<file path="src/hw/telegram_consts.svh">
// constants of the cyclic process-data telegram codec: offsets, identifiers, lengths
// assumes inclusion by bare name from design files; definitions only
`ifndef TELEGRAM_CONSTS_SVH
`define TELEGRAM_CONSTS_SVH

// ****************************************************************
// identifiers and lengths
// ****************************************************************
`define ID_SPEED_RX      8'he1
`define ID_POSITION_RX   8'he0
`define ID_RESPONSE      8'hf0
`define RX_LEN           5'h10
`define TX_LEN           5'h14

// ****************************************************************
// field offsets
// ****************************************************************
`define OFS_ID           5'h00
`define OFS_MODE         5'h01
`define OFS_WORD         5'h02
`define OFS_VAL_A        5'h04
`define OFS_VAL_B        5'h08
`define OFS_VAL_C        5'h0c
`define OFS_VAL_D        5'h10

// ****************************************************************
// reset values
// ****************************************************************
`define RST_WORD         16'h0000
`define RST_VALUE        32'h0000_0000

`endif

</file>
<file path="src/hw/telegram_pkg.sv">
// types of the process-data telegram codec
// assumes nothing of its surroundings
package telegram_pkg;
   typedef enum logic [1:0] {mode_none, mode_speed, mode_position} ctrl_mode_t;
   typedef enum {rx_idle, rx_body, rx_drop} rx_state_t;
endpackage

</file>
<file path="src/hw/process_data_telegram_codec.sv">
// top of the drive-side process-data telegram codec
// assumes a byte stream from the fieldbus interface on the same clock;
// rx_start_in marks the first byte of each 16-byte receive telegram
`timescale 1ns/10ps
`include "telegram_consts.svh"
module process_data_telegram_codec
(
   input  wire logic        mclk_in,
   input  wire logic        reset_in,
   // receive byte stream
   input  wire logic        rx_valid_in,
   input  wire logic        rx_start_in,
   input  wire logic [7:0]  rx_data_in,
   // response request and stream
   input  wire logic        tx_req_in,
   input  wire logic        tx_ready_in,
   output logic             tx_valid_out,
   output logic             tx_last_out,
   output logic      [7:0]  tx_data_out,
   // drive actual values
   input  wire logic [7:0]  act_mode_in,
   input  wire logic [15:0] act_status_in,
   input  wire logic [31:0] act_position_in,
   input  wire logic [31:0] act_speed_in,
   input  wire logic [31:0] act_current_in,
   input  wire logic [31:0] act_inputs_in,
   // decoded setpoints
   output logic             cmd_update_out,
   output logic             speed_mode_out,
   output logic             position_mode_out,
   output logic      [15:0] control_word_out,
   output logic      [31:0] speed_setpoint_out,
   output logic      [31:0] target_position_out,
   output logic      [31:0] travel_speed_out,
   output logic      [31:0] accel_out,
   output logic             rx_reject_out
);

   // ****************************************************************
   // receive side
   // ****************************************************************
   telegram_pkg::rx_state_t  rx_state;
   telegram_pkg::ctrl_mode_t rx_mode;
   logic [3:0]  rx_idx;
   logic        rx_done;
   logic [4:0]  ld_idx;
   logic        ld_busy;
   logic [7:0]  buf_rd;
   logic        ld_valid;
   logic [4:0]  ld_idx_q;
   logic [127:0] frame;
   telegram_pkg::ctrl_mode_t ld_mode;

   // identifier chooses layout; anything else drops the frame
   always_ff @(posedge mclk_in or posedge reset_in)
   begin
      if (reset_in)
      begin
         rx_state <= telegram_pkg::rx_idle;
         rx_mode  <= telegram_pkg::mode_none;
         rx_idx   <= 4'h0;
         rx_done  <= 1'b0;
      end
      else
      begin
         rx_done <= 1'b0;
         if (rx_valid_in && rx_start_in)
         begin
            rx_idx <= 4'h1;
            case (rx_data_in)
               `ID_SPEED_RX:
               begin
                  rx_mode  <= telegram_pkg::mode_speed;
                  rx_state <= telegram_pkg::rx_body;
               end
               `ID_POSITION_RX:
               begin
                  rx_mode  <= telegram_pkg::mode_position;
                  rx_state <= telegram_pkg::rx_body;
               end
               default:
                  rx_state <= telegram_pkg::rx_drop;
            endcase
         end
         else if (rx_valid_in)
         begin
            case (rx_state)
               telegram_pkg::rx_body:
               begin
                  rx_idx <= rx_idx + 4'h1;
                  if (rx_idx == 4'(`RX_LEN - 5'h1))
                  begin
                     rx_done  <= 1'b1;
                     rx_state <= telegram_pkg::rx_idle;
                  end
               end
               telegram_pkg::rx_drop:
                  rx_state <= telegram_pkg::rx_drop;
               default:
                  rx_state <= telegram_pkg::rx_idle;
            endcase
         end
      end
   end

   rx_frame_buffer #(.DEPTH(16)) u_buf
   (
      .mclk_in     (mclk_in),
      .wr_en_in    (rx_valid_in && !rx_start_in && rx_state == telegram_pkg::rx_body),
      .wr_addr_in  (rx_idx),
      .wr_data_in  (rx_data_in),
      .rd_addr_in  (ld_idx[3:0]),
      .rd_data_out (buf_rd)
   );

   // after a full frame, unload bytes 2..15 into a shadow word;
   // the layout is latched too, as a following start byte may change rx_mode meanwhile
   always_ff @(posedge mclk_in or posedge reset_in)
   begin
      if (reset_in)
      begin
         ld_busy  <= 1'b0;
         ld_idx   <= 5'h00;
         ld_valid <= 1'b0;
         ld_idx_q <= 5'h00;
         ld_mode  <= telegram_pkg::mode_none;
      end
      else
      begin
         ld_valid <= ld_busy;
         ld_idx_q <= ld_idx;
         if (rx_done)
         begin
            ld_busy <= 1'b1;
            ld_idx  <= `OFS_WORD;
            ld_mode <= rx_mode;
         end
         else if (ld_busy)
         begin
            ld_idx <= ld_idx + 5'h01;
            if (ld_idx == `RX_LEN - 5'h01)
               ld_busy <= 1'b0;
         end
      end
   end

   always_ff @(posedge mclk_in or posedge reset_in)
   begin
      if (reset_in)
         frame <= 128'h0;
      else if (ld_valid)
         frame[8'(127 - 8 * ld_idx_q) -: 8] <= buf_rd;
   end

   logic apply;
   logic ld_busy_q;

   // fields become effective once the last byte has been unloaded
   always_ff @(posedge mclk_in or posedge reset_in)
   begin
      if (reset_in)
      begin
         ld_busy_q <= 1'b0;
         apply     <= 1'b0;
      end
      else
      begin
         ld_busy_q <= ld_valid;
         apply     <= ld_busy_q && !ld_valid;
      end
   end

   // field extraction; the filler of the speed layout is never read
   always_ff @(posedge mclk_in or posedge reset_in)
   begin
      if (reset_in)
      begin
         cmd_update_out      <= 1'b0;
         speed_mode_out      <= 1'b0;
         position_mode_out   <= 1'b0;
         control_word_out    <= `RST_WORD;
         speed_setpoint_out  <= `RST_VALUE;
         target_position_out <= `RST_VALUE;
         travel_speed_out    <= `RST_VALUE;
         accel_out           <= `RST_VALUE;
      end
      else
      begin
         cmd_update_out <= apply;
         if (apply)
         begin
            control_word_out <= frame[111:96];
            if (ld_mode == telegram_pkg::mode_speed)
            begin
               speed_mode_out     <= 1'b1;
               position_mode_out  <= 1'b0;
               speed_setpoint_out <= frame[95:64];
               accel_out          <= frame[63:32];
            end
            else
            begin
               speed_mode_out      <= 1'b0;
               position_mode_out   <= 1'b1;
               target_position_out <= frame[95:64];
               travel_speed_out    <= frame[63:32];
               accel_out           <= frame[31:0];
            end
         end
      end
   end

   // reject pulse for a frame with an unknown identifier
   always_ff @(posedge mclk_in or posedge reset_in)
   begin
      if (reset_in)
         rx_reject_out <= 1'b0;
      else
         rx_reject_out <= rx_valid_in && rx_start_in &&
                          rx_data_in != `ID_SPEED_RX && rx_data_in != `ID_POSITION_RX;
   end

   // ****************************************************************
   // response side
   // ****************************************************************
   logic [4:0]  tx_idx;
   logic        tx_busy;
   logic [7:0]  mux_byte;
   logic        fetch;
   logic        fetch_wait;
   logic [7:0]  snap_mode;
   logic [15:0] snap_status;
   logic [31:0] snap_pos;
   logic [31:0] snap_speed;
   logic [31:0] snap_cur;
   logic [31:0] snap_dig;

   // snapshot of actual values keeps one response consistent
   always_ff @(posedge mclk_in or posedge reset_in)
   begin
      if (reset_in)
      begin
         snap_mode   <= 8'h00;
         snap_status <= `RST_WORD;
         snap_pos    <= `RST_VALUE;
         snap_speed  <= `RST_VALUE;
         snap_cur    <= `RST_VALUE;
         snap_dig    <= `RST_VALUE;
      end
      else if (tx_req_in && !tx_busy)
      begin
         snap_mode   <= act_mode_in;
         snap_status <= act_status_in;
         snap_pos    <= act_position_in;
         snap_speed  <= act_speed_in;
         snap_cur    <= act_current_in;
         snap_dig    <= act_inputs_in;
      end
   end

   tx_byte_mux u_mux
   (
      .mclk_in    (mclk_in),
      .reset_in   (reset_in),
      .idx_in     (tx_idx),
      .mode_in    (snap_mode),
      .status_in  (snap_status),
      .pos_in     (snap_pos),
      .speed_in   (snap_speed),
      .current_in (snap_cur),
      .dig_in     (snap_dig),
      .byte_out   (mux_byte)
   );

   // byte sequencer: two fetch cycles, then present byte until taken;
   // the byte mux is registered, so its output trails the index by one cycle
   always_ff @(posedge mclk_in or posedge reset_in)
   begin
      if (reset_in)
      begin
         tx_busy      <= 1'b0;
         fetch        <= 1'b0;
         fetch_wait   <= 1'b0;
         tx_idx       <= 5'h00;
         tx_valid_out <= 1'b0;
         tx_last_out  <= 1'b0;
         tx_data_out  <= 8'h00;
      end
      else if (!tx_busy)
      begin
         if (tx_req_in)
         begin
            tx_busy <= 1'b1;
            tx_idx  <= `OFS_ID;
            fetch   <= 1'b1;
         end
      end
      else if (fetch)
      begin
         fetch      <= 1'b0;
         fetch_wait <= 1'b1;
      end
      else if (fetch_wait)
      begin
         fetch_wait   <= 1'b0;
         tx_valid_out <= 1'b1;
         tx_data_out  <= mux_byte;
         tx_last_out  <= (tx_idx == `TX_LEN - 5'h01);
      end
      else if (tx_valid_out && tx_ready_in)
      begin
         tx_valid_out <= 1'b0;
         tx_last_out  <= 1'b0;
         if (tx_last_out)
            tx_busy <= 1'b0;
         else
         begin
            tx_idx <= tx_idx + 5'h01;
            fetch  <= 1'b1;
         end
      end
   end

   // ****************************************************************
   // checks
   // ****************************************************************
   chk_reject_keeps: assert property (@(posedge mclk_in) disable iff (reset_in)
      rx_reject_out |-> ##1 $stable(control_word_out))
      else $error("rejected frame changed setpoints");

   chk_first_byte_id: assert property (@(posedge mclk_in) disable iff (reset_in)
      (tx_valid_out && tx_idx == `OFS_ID) |-> tx_data_out == `ID_RESPONSE)
      else $error("response byte 0 not identifier");

   chk_mode_byte: assert property (@(posedge mclk_in) disable iff (reset_in)
      (tx_valid_out && tx_idx == `OFS_MODE) |-> tx_data_out == snap_mode)
      else $error("response byte 1 not mode");

   chk_status_msb: assert property (@(posedge mclk_in) disable iff (reset_in)
      (tx_valid_out && tx_idx == `OFS_WORD) |-> tx_data_out == snap_status[15:8])
      else $error("status msb misplaced");

   chk_pos_msb: assert property (@(posedge mclk_in) disable iff (reset_in)
      (tx_valid_out && tx_idx == `OFS_VAL_A) |-> tx_data_out == snap_pos[31:24])
      else $error("position msb misplaced");

   chk_speed_msb: assert property (@(posedge mclk_in) disable iff (reset_in)
      (tx_valid_out && tx_idx == `OFS_VAL_B) |-> tx_data_out == snap_speed[31:24])
      else $error("speed msb misplaced");

   chk_cur_lsb: assert property (@(posedge mclk_in) disable iff (reset_in)
      (tx_valid_out && tx_idx == 5'h0f) |-> tx_data_out == snap_cur[7:0])
      else $error("current lsb misplaced");

   chk_dig_msb: assert property (@(posedge mclk_in) disable iff (reset_in)
      (tx_valid_out && tx_idx == `OFS_VAL_D) |-> tx_data_out == snap_dig[31:24])
      else $error("inputs msb misplaced");

   chk_last_index: assert property (@(posedge mclk_in) disable iff (reset_in)
      tx_last_out |-> tx_idx == 5'h13)
      else $error("last not on byte 19");

   chk_update_mode: assert property (@(posedge mclk_in) disable iff (reset_in)
      cmd_update_out |-> (speed_mode_out != position_mode_out))
      else $error("mode flags inconsistent");

   chk_done_after16: assert property (@(posedge mclk_in) disable iff (reset_in)
      rx_done |-> $past(rx_idx) == 4'hf)
      else $error("frame end not at byte 15");

   chk_apply_delay: assert property (@(posedge mclk_in) disable iff (reset_in)
      rx_done |-> ##18 cmd_update_out)
      else $error("setpoints not applied in time");

endmodule

</file>
<file path="src/hw/rx_frame_buffer.sv">
// sixteen-byte receive staging memory with registered read
// assumes writes and reads on one clock; no reset needed on data
`timescale 1ns/10ps
module rx_frame_buffer
#(
   parameter int DEPTH = 16
)
(
   input  wire logic       mclk_in,
   input  wire logic       wr_en_in,
   input  wire logic [3:0] wr_addr_in,
   input  wire logic [7:0] wr_data_in,
   input  wire logic [3:0] rd_addr_in,
   output logic      [7:0] rd_data_out
);
   logic [7:0] mem [DEPTH];

   // the address ports are four bits wide, so no other depth can be served
   if (DEPTH != 16)
   begin
      $error("rx_frame_buffer depth must be 16");
   end

   // plain write port
   always_ff @(posedge mclk_in)
   begin
      if (wr_en_in)
      begin
         mem[wr_addr_in] <= wr_data_in;
      end
   end

   // read data leaves through a register
   always_ff @(posedge mclk_in)
   begin
      rd_data_out <= mem[rd_addr_in];
   end
endmodule

</file>
<file path="src/hw/tx_byte_mux.sv">
// picks one byte of the 20-byte response telegram by index
// assumes all inputs are stable for the frame; output registered
`timescale 1ns/10ps
`include "telegram_consts.svh"
module tx_byte_mux
(
   input  wire logic        mclk_in,
   input  wire logic        reset_in,
   input  wire logic [4:0]  idx_in,
   input  wire logic [7:0]  mode_in,
   input  wire logic [15:0] status_in,
   input  wire logic [31:0] pos_in,
   input  wire logic [31:0] speed_in,
   input  wire logic [31:0] current_in,
   input  wire logic [31:0] dig_in,
   output logic      [7:0]  byte_out
);
   // byte k of a big-endian 32-bit field
   function automatic logic [7:0] be_byte(input logic [31:0] v, input logic [1:0] k);
      be_byte = v[8'(31 - 8 * k) -: 8];
   endfunction

   logic [7:0] next_byte;

   // fixed layout, most significant byte first
   always_comb
   begin
      next_byte = 8'h00;
      if (idx_in == `OFS_ID)
         next_byte = `ID_RESPONSE;
      else if (idx_in == `OFS_MODE)
         next_byte = mode_in;
      else if (idx_in < `OFS_VAL_A)
         next_byte = idx_in[0] ? status_in[7:0] : status_in[15:8];
      else if (idx_in < `OFS_VAL_B)
         next_byte = be_byte(pos_in, idx_in[1:0]);
      else if (idx_in < `OFS_VAL_C)
         next_byte = be_byte(speed_in, idx_in[1:0]);
      else if (idx_in < `OFS_VAL_D)
         next_byte = be_byte(current_in, idx_in[1:0]);
      else if (idx_in < `TX_LEN)
         next_byte = be_byte(dig_in, idx_in[1:0]);
   end

   always_ff @(posedge mclk_in or posedge reset_in)
   begin
      if (reset_in)
         byte_out <= 8'h00;
      else
         byte_out <= next_byte;
   end
endmodule

</file>
<file path="config.mk">
export PLATFORM = sky130hd
export DESIGN_NAME = process_data_telegram_codec
export DESIGN_NICKNAME = d
export VERILOG_FILES = /design/src/hw/telegram_pkg.sv /design/src/hw/process_data_telegram_codec.sv /design/src/hw/rx_frame_buffer.sv /design/src/hw/tx_byte_mux.sv
export VERILOG_INCLUDE_DIRS = /design/src /design/src/hw
export SDC_FILE = /design/constraint.sdc
export NUM_CORES = 1
export LEC_CHECK = 0
export BUFFER_PORTS_ARGS = -buffer_cell sky130_fd_sc_hd__buf_2
export CORE_MARGIN = 10
export CORE_UTILIZATION = 58
export DETAILED_ROUTE_END_ITERATION = 6
export PLACE_DENSITY = 0.86
export SYNTH_ARGS = -nofsm -noshare
export SYNTH_HDL_FRONTEND = slang
export SYNTH_HIERARCHICAL = 1
export SYNTH_SLANG_ARGS = --single-unit
export TNS_END_PERCENT = 10
</file>
<file path="constraint.sdc">
create_clock -name mclk_in -period 17.7 [get_ports mclk_in]
set_clock_uncertainty 0.05 [all_clocks]
set_input_delay 1.77 -clock mclk_in [delete_from_list [all_inputs] [get_ports mclk_in]]
set_output_delay 1.77 -clock mclk_in [all_outputs]
set_load 0.01 [all_outputs]
</file>
==> results of run 1 <==
## cell families (layout without fill, tap and decap cells)
logic type	count (synthesis)	in the layout	synth area share, %
flops	599	599	64.2
simple gates	607	607	10.5
mux	350	350	19.2
fa+ha+maj	4	4	0.206
buf+inv	112	453	2.67
xor+xnor	5	5	0.180
compound gates	113	113	3.09
## layout make-up
cell class,instances,area (um^2)
Clock buffer,72,1620
Clock inverter,29,417
Fill cell,2752,13000
Inverter,15,63.8
Multi-Input combinational cell,1079,8060
Sequential cell,599,15600
Tap cell,532,666
Timing Repair Buffer,337,1730
## worst max-delay path by stage
stage                        start            to  slack (ns)  cells after the start
after CTS                 reset_in     ld_idx[0]       13.83                      4
after detailed placement  reset_in     ld_idx[0]       13.19                      4
final                     reset_in     ld_idx[0]       13.99                      4
after global routing      reset_in     ld_idx[0]       13.53                      4
after global placement    reset_in     ld_idx[0]       13.31                      4
after floorplan           reset_in  accel_out[0]        3.20                      1
## power groups by stage
stage               combinational (W)  sequential (W)  clock, W
CTS                          0.000581         0.00171   0.00132
global placement             0.000552         0.00172         0
finish                       0.000584         0.00171   0.00131
detailed placement           0.000573         0.00173         0
floorplan                    0.000435         0.00170         0
global route                 0.000645         0.00173   0.00138
## critical path, delay by kind of cell
| kind | cells | cell delay (ns) |
|---|---|---|
| buffers and inverters | 4 | 2.36 |
## metal layers
layer | up-vias | global-route usage, %
li1 | 6846 | -
met1 | 7947 | 30.1
met2 | 601 | 38.8
met3 | 109 | 3.96
met4 | 0 | 8.62
met5 | - | 0
## flip-flops by register name (all words and copies together), names as in the netlist, 4 cells and up
signal	flops
u_mux/byte_out	8
u_buf/mem	128
u_buf/rd_data_out	8
snap_cur	32
snap_speed	32
snap_mode	8
rx_idx	4
tx_idx	5
frame	112
snap_dig	32
accel_out	32
target_position_out	32
travel_speed_out	32
speed_setpoint_out	32
tx_data_out	8
control_word_out	16
snap_pos	32
ld_idx_q	5
ld_idx	5
snap_status	16
## layout by cell type (no fill, tap or decap), types with 7 or more instances in the layout
cell,count
a21oi_1,45
a22oi_1,16
buf_2,323
buf_4,13
bufinv_16,10
clkbuf_1,7
clkbuf_16,62
clkinv_2,12
dfrtp_1,460
dfxtp_1,8
edfxtp_1,128
inv_1,14
mux2_2,236
mux2i_1,50
mux4_1,27
mux4_2,33
nand2_1,477
nand2_2,7
nand2b_1,10
nor2_1,56
nor2b_1,10
o21ai_0,11
## through the flow
stage / instances / worst slack, ns / power [W]
floorplan: 1790 / 3.20 / 0.00213
finish: 2663 / 13.99 / 0.00360
CTS: 2663 / 13.83 / 0.00361
global route: 2663 / 13.53 / 0.00375
detailed placement: 2562 / 13.19 / 0.00230
global placement: 2562 / 13.31 / 0.00227
==> flow_metrics.tcl, run 1 <==
set metrics [dict create \
    status "complete, no violations" \
    final_net_count 2260 \
    drc_errors 0 \
    crit_chain "buf_2 > inv_8 > buf_4 > buf_4" \
    clock_sinks 599 \
    crit_arrival_ns 4.22 \
    crit_fanout 148 \
    max_stage_delay_ns 0.81 \
    placed_area_um2 26100 \
    via_per_inst 5.82 \
    clk_path_buf_depth 3 \
    slew_violations 0 \
    fin_crit_sh_pct 21.0 \
    post_cts_resized 0 \
    crit_path_top_delay_cell "buf_4" \
    syn_avg_cell_area_um2 13.6 \
    reg2reg_slack_ns 14.82 \
    dr.pass1.iters 5 \
    vias 15500 \
    grt_pass1_wl_um 92000 \
    ys_warn_count 6 \
    pwr-share-clk_pct 36.3 \
    diodes 0 \
    area_growth_pct 15.9 \
    htree_levels 2 \
    top_layer_used "met4" \
    finish.instance_area_um2 28100 \
    wl_met3_um 3640 \
    p_switching_w 0.000967 \
    p_int_w 0.00263 \
    antenna_found_initial 0 \
    yosysMostFrequentCell "nand2_1" \
    synth_area_leaders "dfrtp_1, edfxtp_1, mux2_2" \
    cts_tree "done" \
    seqPwrFrac_pct 47.5 \
    holdWs_ns 0.415 \
    routed-wl-met2_um 29300 \
    worst_pin_slew_ns 1.29 \
    grt_max_degree 181 \
    setup-tns-final_ns 0 \
    wl_met1_um 23900 \
    comb_power_share_pct 16.2 \
    p_leak_nw 14.1 \
    grt_usage_pct 23.2 \
    async_flop_share_pct 77.3 \
    yosys-top-cells-count "nand2_1, dfrtp_1, mux2_2" \
    hold_buffers 0 \
    ys_ff_latch 599 \
    wl_um 58600 \
    worstHoldPathCells 1 \
    drv_cap 0 \
    drive_gt1_share_pct 34.1 \
    die_h_um 225 \
    drt-initial-drc-count 1362 \
    synth_flop_cell "dfrtp_1" \
    start_util_pct 59.1 \
    ant_nets 0 \
    crit_type "primary input to asynchronous set/reset pin" \
    hold_viol_final 0 \
    synth_area_leader_cell "dfrtp_1" \
    syn-num-nets 1960 \
    routedWlPerCell_um 22.0 \
    setup_viol 0 \
    cts-buffers-inserted 58 \
    synth_top_area_share_pct 47.7 \
    min_to "apply" \
    cts_root_buffer "clkbuf_16" \
    clkTransAtPathRegs_ns 0.06 \
    ys_seq_area_share_pct 64.2 \
    power_density_nw_per_um2 128 \
    fin_crit_ns 3.71 \
    portBuffers 323 \
    worst_ep_required_time_ns 18.21 \
    core_area_um2 41100 \
    pin_count 324 \
    place.gp.congestion 0.883 \
    r2r-start "rx_state[1]" \
    crit_top_cell "buf_4" \
    grt_pass1_vias 16400 \
    hp-class "flip-flop to flip-flop" \
    critPathLaunchType "primary input" \
    hp-start "ld_busy_q" \
    rsz0062_at_grt "false" \
    timing.fmax_mhz 269 \
    hpwl_um 39600 \
    fp.dieW_um 225 \
    insertion_delay_ns 0.61 \
    synth_edf_count 128 \
    synth_cells 1790 \
    r2r_end "u_buf/mem[0][4]" \
    dieArea_um2 50400 \
    cts_setup_buffers 0 \
    post-route-util_pct 68.5 \
    relSlewSlack_pct 13.6 \
    reg2reg_depth 4 \
    swShare_pct 26.9 \
    cp-end-kind "asynchronous set/reset pin" \
    ys_types 70 \
    peakVddDrop_mv 0.0952 \
    row_count 74 \
    syn_area_um2 24300 \
    grt_overflow 0 \
]
Power figures use the tool's default switching activity.
==> run 2, diff against run 1 <==
--- a/config.mk
+++ b/config.mk
@@ -8,9 +8,9 @@
 export LEC_CHECK = 0
 export BUFFER_PORTS_ARGS = -buffer_cell sky130_fd_sc_hd__buf_2
 export CORE_MARGIN = 10
-export CORE_UTILIZATION = 58
+export CORE_UTILIZATION = 52
 export DETAILED_ROUTE_END_ITERATION = 6
-export PLACE_DENSITY = 0.86
+export PLACE_DENSITY = 0.82
 export SYNTH_ARGS = -nofsm -noshare
 export SYNTH_HDL_FRONTEND = slang
 export SYNTH_HIERARCHICAL = 1
==> constraint.sdc (replaced) <==
create_clock -name mclk_in -period 3.4 [get_ports mclk_in]
set_clock_uncertainty 0.05 [all_clocks]
set_input_delay 0.34 -clock mclk_in [delete_from_list [all_inputs] [get_ports mclk_in]]
set_output_delay 0.34 -clock mclk_in [all_outputs]
set_load 0.01 [all_outputs]
==> flow_metrics.tcl, run 2 (synthesized netlist as in run 1, its figures left out) <==
set metrics [dict create \
    grt_usage_pct 24.7 \
    reg_top3 "u_buf/mem (128), frame (112)" \
    grt_overflow 0 \
    cts_root_buffer "clkbuf_16" \
    clock_sinks 599 \
    rsz0062_at_grt "false" \
    seq_area_um2 15600 \
    ant_nets 0 \
    start_util_pct 52.4 \
    pin_count 324 \
    via_per_inst 5.81 \
    slew_violations 0 \
    hp-class "primary input to flip-flop" \
    holdWs_ns 0.115 \
    crit_arrival_ns 2.82 \
    worst_pin_slew_ns 1.06 \
    mostFrequentLayoutCells "nand2_1, dfrtp_1, buf_2, mux2_2, dlygate4sd3_1" \
    failed_checks "design-rule violations" \
    vias 17000 \
    drt-initial-drc-count 1664 \
    p_leak_nw 14.9 \
    core_area_um2 46400 \
    peakVddDrop_mv 0.688 \
    grt_pass1_vias 18000 \
    placed_area_um2 26300 \
    final_cells 2924 \
    fp.dieW_um 236 \
    insertion_delay_ns 0.61 \
    antenna_found_initial 8 \
    cts_tree "done" \
    clk_path_buf_depth 3 \
    drive_gt1_share_pct 32.0 \
    finish.instance_area_um2 30000 \
    cp-end-kind "flip-flop" \
    portBuffers 323 \
    crit_top_cell "nand3b_1" \
    critPathLaunchType "flip-flop" \
    clkTransAtPathRegs_ns 0.06 \
    crit_type "flip-flop to flip-flop" \
    place.gp.congestion 0.940 \
    largest_reg_flops 128 \
    mostFrequentLayoutCell "nand2_1" \
    hpwl_um 43200 \
    crit_chain "nand3b_1 > nor2_1 > nand3b_1 > nor3_1" \
    nFillCells 3145 \
    htree_levels 2 \
    worst_ep_required_time_ns 3.57 \
    row_count 79 \
    timing.fmax_mhz 378 \
    hold_viol_final 0 \
    cts-buffers-inserted 59 \
    drc_errors 3 \
    fin_crit_sh_pct 77.9 \
    area_growth_pct 23.6 \
    cts_setup_buffers 0 \
    relSlewSlack_pct 28.7 \
    dr.pass1.iters 7 \
    fin_crit_ns 2.65 \
    max_stage_delay_ns 0.86 \
    dieArea_um2 55700 \
    power_density_nw_per_um2 642 \
    grt_pass1_wl_um 107000 \
    status "finished with violations" \
    die_h_um 236 \
    p_total_w 0.0193 \
    largest-register "u_buf/mem" \
    grt_max_degree 108 \
    wl_um 70300 \
    multi_input_area_um2 8060 \
    post-place-cells 2648 \
    crit_path_top_delay_cell "nor3_1" \
    routedWlPerCell_um 24.1 \
    crit_fanout 8 \
    setup_viol 0 \
    drv_cap 0 \
    final_net_count 2430 \
]
run 2: layout make-up:
cell class,instances,area share [%]
antenna,7,0.0584
timing repair buffer,506,11.6
clock inverter,22,0.892
multi-input combinational,1079,26.9
sequential,599,52.0
tap,607,2.53
inverter,15,0.200
clock buffer,89,5.90
run 2: what timing repair did:
item / 4_1_cts / 5_1_grt
hold buffers: 157 / 0
resized for setup: 0 / 0
hold endpoints to repair: 178 / 0
run 2: routing by layer:
metal / routed length [um] / share of wire (%) / track usage (%)
met4: 3960 / 5.6 / 13.3
met1: 26600 / 38 / 29.6
met5: 0 / 0 / 0
met2: 34100 / 48 / 40.3
met3: 5690 / 8.1 / 6.32
run 2: final timing paths:
| kind | from | endpoint | slack [ns] | depth (start not counted) |
|---|---|---|---|---|
| min | rx_data_in[7] | u_buf/mem[12][7] | 0.12 | 1 |
| min reg2reg | ld_idx[4] | ld_idx_q[4] | 0.36 | 0 |
| max in group asynchronous | reset_in | target_position_out[8] | 1.96 | 4 |
| min in group asynchronous | reset_in | u_mux/byte_out[1] | 0.24 | 3 |
| max | rx_state[1] | u_buf/mem[4][1] | 0.75 | 4 |
| max reg2reg | rx_state[1] | u_buf/mem[4][1] | 0.75 | 4 |
run 2: critical path: cells and delay by family, from the launching register on:
kind             cells  cell delay (ns)
flip-flops           1             0.41
AND/OR/NAND/NOR      4             1.81
run 2: metrics by stage:
stage	setup WS [ns]	setup TNS, ns	utilization [%]
after floorplan	-3.15	-1431.00	-
after global placement	0.936	0	56.8
after detailed placement	0.742	0	56.8
after CTS	0.805	0	64.6
after global routing	0.670	0	64.7
final	0.752	0	64.7
run 2: where the power goes:
part / total (W) / internal [W] / switching [W]
combinational: 0.00333 / 0.00141 / 0.00192
clock: 0.00681 / 0.00404 / 0.00276
sequential: 0.00914 / 0.00831 / 0.000825
total: 0.0193 / 0.0138 / 0.00551
==> run 3, diff against run 2 <==
==> constraint.sdc (replaced) <==
create_clock -name mclk_in -period 2.35 [get_ports mclk_in]
set_clock_uncertainty 0.05 [all_clocks]
set_input_delay 0.235 -clock mclk_in [delete_from_list [all_inputs] [get_ports mclk_in]]
set_output_delay 0.235 -clock mclk_in [all_outputs]
set_load 0.01 [all_outputs]
==> flow_metrics.tcl, run 3 (synthesized netlist as in run 1, its figures left out) <==
set metrics [dict create \
    critical_path.n_buffers_inverters 1 \
    clock_sinks 599 \
    timing.fmax_mhz 458 \
    reg2reg_slack_ns 0.17 \
    crit_fanout 26 \
    grt_usage_pct 25.3 \
    grt_pass1_vias 18100 \
    mostFrequentLayoutCells "nand2_1, dfrtp_1, buf_2, mux2_2, dlygate4sd3_1" \
    drc_errors 0 \
    routedWlPerCell_um 24.2 \
    fin_crit_ns 2.18 \
    drive_gt1_share_pct 33.0 \
    slew_violations 0 \
    hold_viol_final 1 \
    cp-end-kind "flip-flop" \
    reg2reg_depth 4 \
    drv_cap 0 \
    die_h_um 236 \
    seqPwrFrac_pct 47.1 \
    r2r-start "ld_idx[0]" \
    grt_max_degree 108 \
    comb_power_share_pct 17.9 \
    antenna_found_initial 11 \
    setup_viol 0 \
    setup-tns-final_ns 0 \
    routed-wl-met2_um 34000 \
    clkTransAtPathRegs_ns 0.06 \
    pre_cts_slack_ns 0.187 \
    hp-class "primary input to flip-flop" \
    drt-initial-drc-count 1842 \
    max_stage_delay_ns 0.82 \
    core_area_um2 46400 \
    area_growth_pct 25.1 \
    failed_checks "negative hold slack" \
    wl_um 71700 \
    top_layer_used "met5" \
    hold_buffers 163 \
    via_per_inst 5.82 \
    dr.pass1.iters 7 \
    p_switching_w 0.00814 \
    power_density_nw_per_um2 921 \
    crit_cells 4 \
    cts_setup_buffers 0 \
    wl_met1_um 26700 \
    reg_top3 "u_buf/mem (128), frame (112)" \
    place.gp.congestion 0.929 \
    r2r_end "u_buf/rd_data_out[4]" \
    crit_chain "buf_4 > mux4_2 > a22oi_1 > nand2_1" \
    worst_pin_slew_ns 0.817 \
    final_net_count 2465 \
    post_cts_resized 0 \
    grt_overflow 0 \
    peakVddDrop_mv 0.676 \
    multi_input_area_um2 8060 \
    p_leak_nw 15.0 \
    crit_path_top_delay_cell "dfrtp_2" \
    fp.dieW_um 236 \
    critPathLaunchType "flip-flop" \
    clk_path_buf_depth 3 \
    fin_crit_sh_pct 92.9 \
    relSlewSlack_pct 45.5 \
    worst_ep_required_time_ns 2.79 \
    portBuffers 323 \
    ant_nets 0 \
    dieArea_um2 55700 \
    hpwl_um 42700 \
    largest-register "u_buf/mem" \
    pin_count 324 \
    cts-buffers-inserted 59 \
    p_int_w 0.0198 \
    start_util_pct 52.4 \
    cts_root_buffer "clkbuf_16" \
    holdWs_ns -0.00229 \
    insertion_delay_ns 0.63 \
    pwr-share-clk_pct 35.0 \
    crit_arrival_ns 2.62 \
    seq_area_um2 15600 \
    mostFrequentLayoutCell "nand2_1" \
    wl_met3_um 6790 \
    final.setup.worst_slack_ns 0.166 \
    vias 17200 \
    crit_type "flip-flop to flip-flop" \
    endpoint "u_buf/rd_data_out[4]" \
    swShare_pct 29.1 \
    status "finished with violations" \
    htree_levels 2 \
    grt_pass1_wl_um 110000 \
    cts_tree "done" \
    rsz0062_at_grt "false" \
    largest_reg_flops 128 \
    path_delay_family "flip-flops" \
    nFillCells 3132 \
    startpoint "ld_idx[0]" \
    row_count 79 \
]
-- run 3: stage by stage --
| step | total power [W] | cell area (um^2) | util (%) | hold slack [ns] | cells |
|---|---|---|---|---|---|
| finish | 0.0280 | 30400 | 65.5 | -0.00229 | 2959 |
| global route | 0.0290 | 30400 | 65.5 | 0.0169 | 2958 |
| CTS | 0.0274 | 30300 | 65.5 | 0.00246 | 2951 |
| detailed placement | 0.0175 | 26700 | 57.5 | 0.218 | 2678 |
| global placement | 0.0173 | 26700 | 57.5 | 0.213 | 2678 |
| floorplan | 0.0161 | 24300 | - | 0.000658 | 1790 |
-- run 3: tightest hold or removal path: stages --
cell     delay [ns]
buf_2          0.09
nor3_1         0.08
a21oi_1        0.20
-- run 3: how the worst min path moves through the flow --
stage,slack (ns),startpoint,depth (start not counted),endpoint
after floorplan,0.0007,reset_in,1,u_mux/byte_out[0]
after global placement,0.21,reset_in,2,u_mux/byte_out[0]
after detailed placement,0.22,reset_in,2,u_mux/byte_out[0]
after CTS,0.002,rx_data_in[0],1,u_buf/mem[0][0]
after global routing,0.02,rx_data_in[0],1,u_buf/mem[6][0]
final,-0.002,rx_data_in[3],3,rx_reject_out
-- run 3: cell type report --
type | instances | share of cell area, %
repair buffers | 541 | 12.6
clock buffers | 80 | 5.75
clock inverters | 30 | 0.972
flip-flops and latches | 599 | 51.3
diodes | 8 | 0.0659
inverters | 15 | 0.198
multi-input cells | 1079 | 26.5
well taps | 607 | 2.50
-- run 3: power by group through the flow --
stage / clock network, W / registers, W / logic, W
2_1_floorplan: 0 / 0.0128 / 0.00328
3_3_place_gp: 0 / 0.0130 / 0.00425
3_5_place_dp: 0 / 0.0131 / 0.00441
4_1_cts: 0.00984 / 0.0129 / 0.00466
5_1_grt: 0.0103 / 0.0132 / 0.00544
6_report: 0.00979 / 0.0132 / 0.00501
-- run 3: metal layers --
| layer | vias to the layer above | track usage, % |
|---|---|---|
| li1 | 7260 | - |
| met1 | 8579 | 31.2 |
| met2 | 1065 | 40.2 |
| met3 | 299 | 6.58 |
| met4 | 4 | 13.9 |
| met5 | - | 0 |
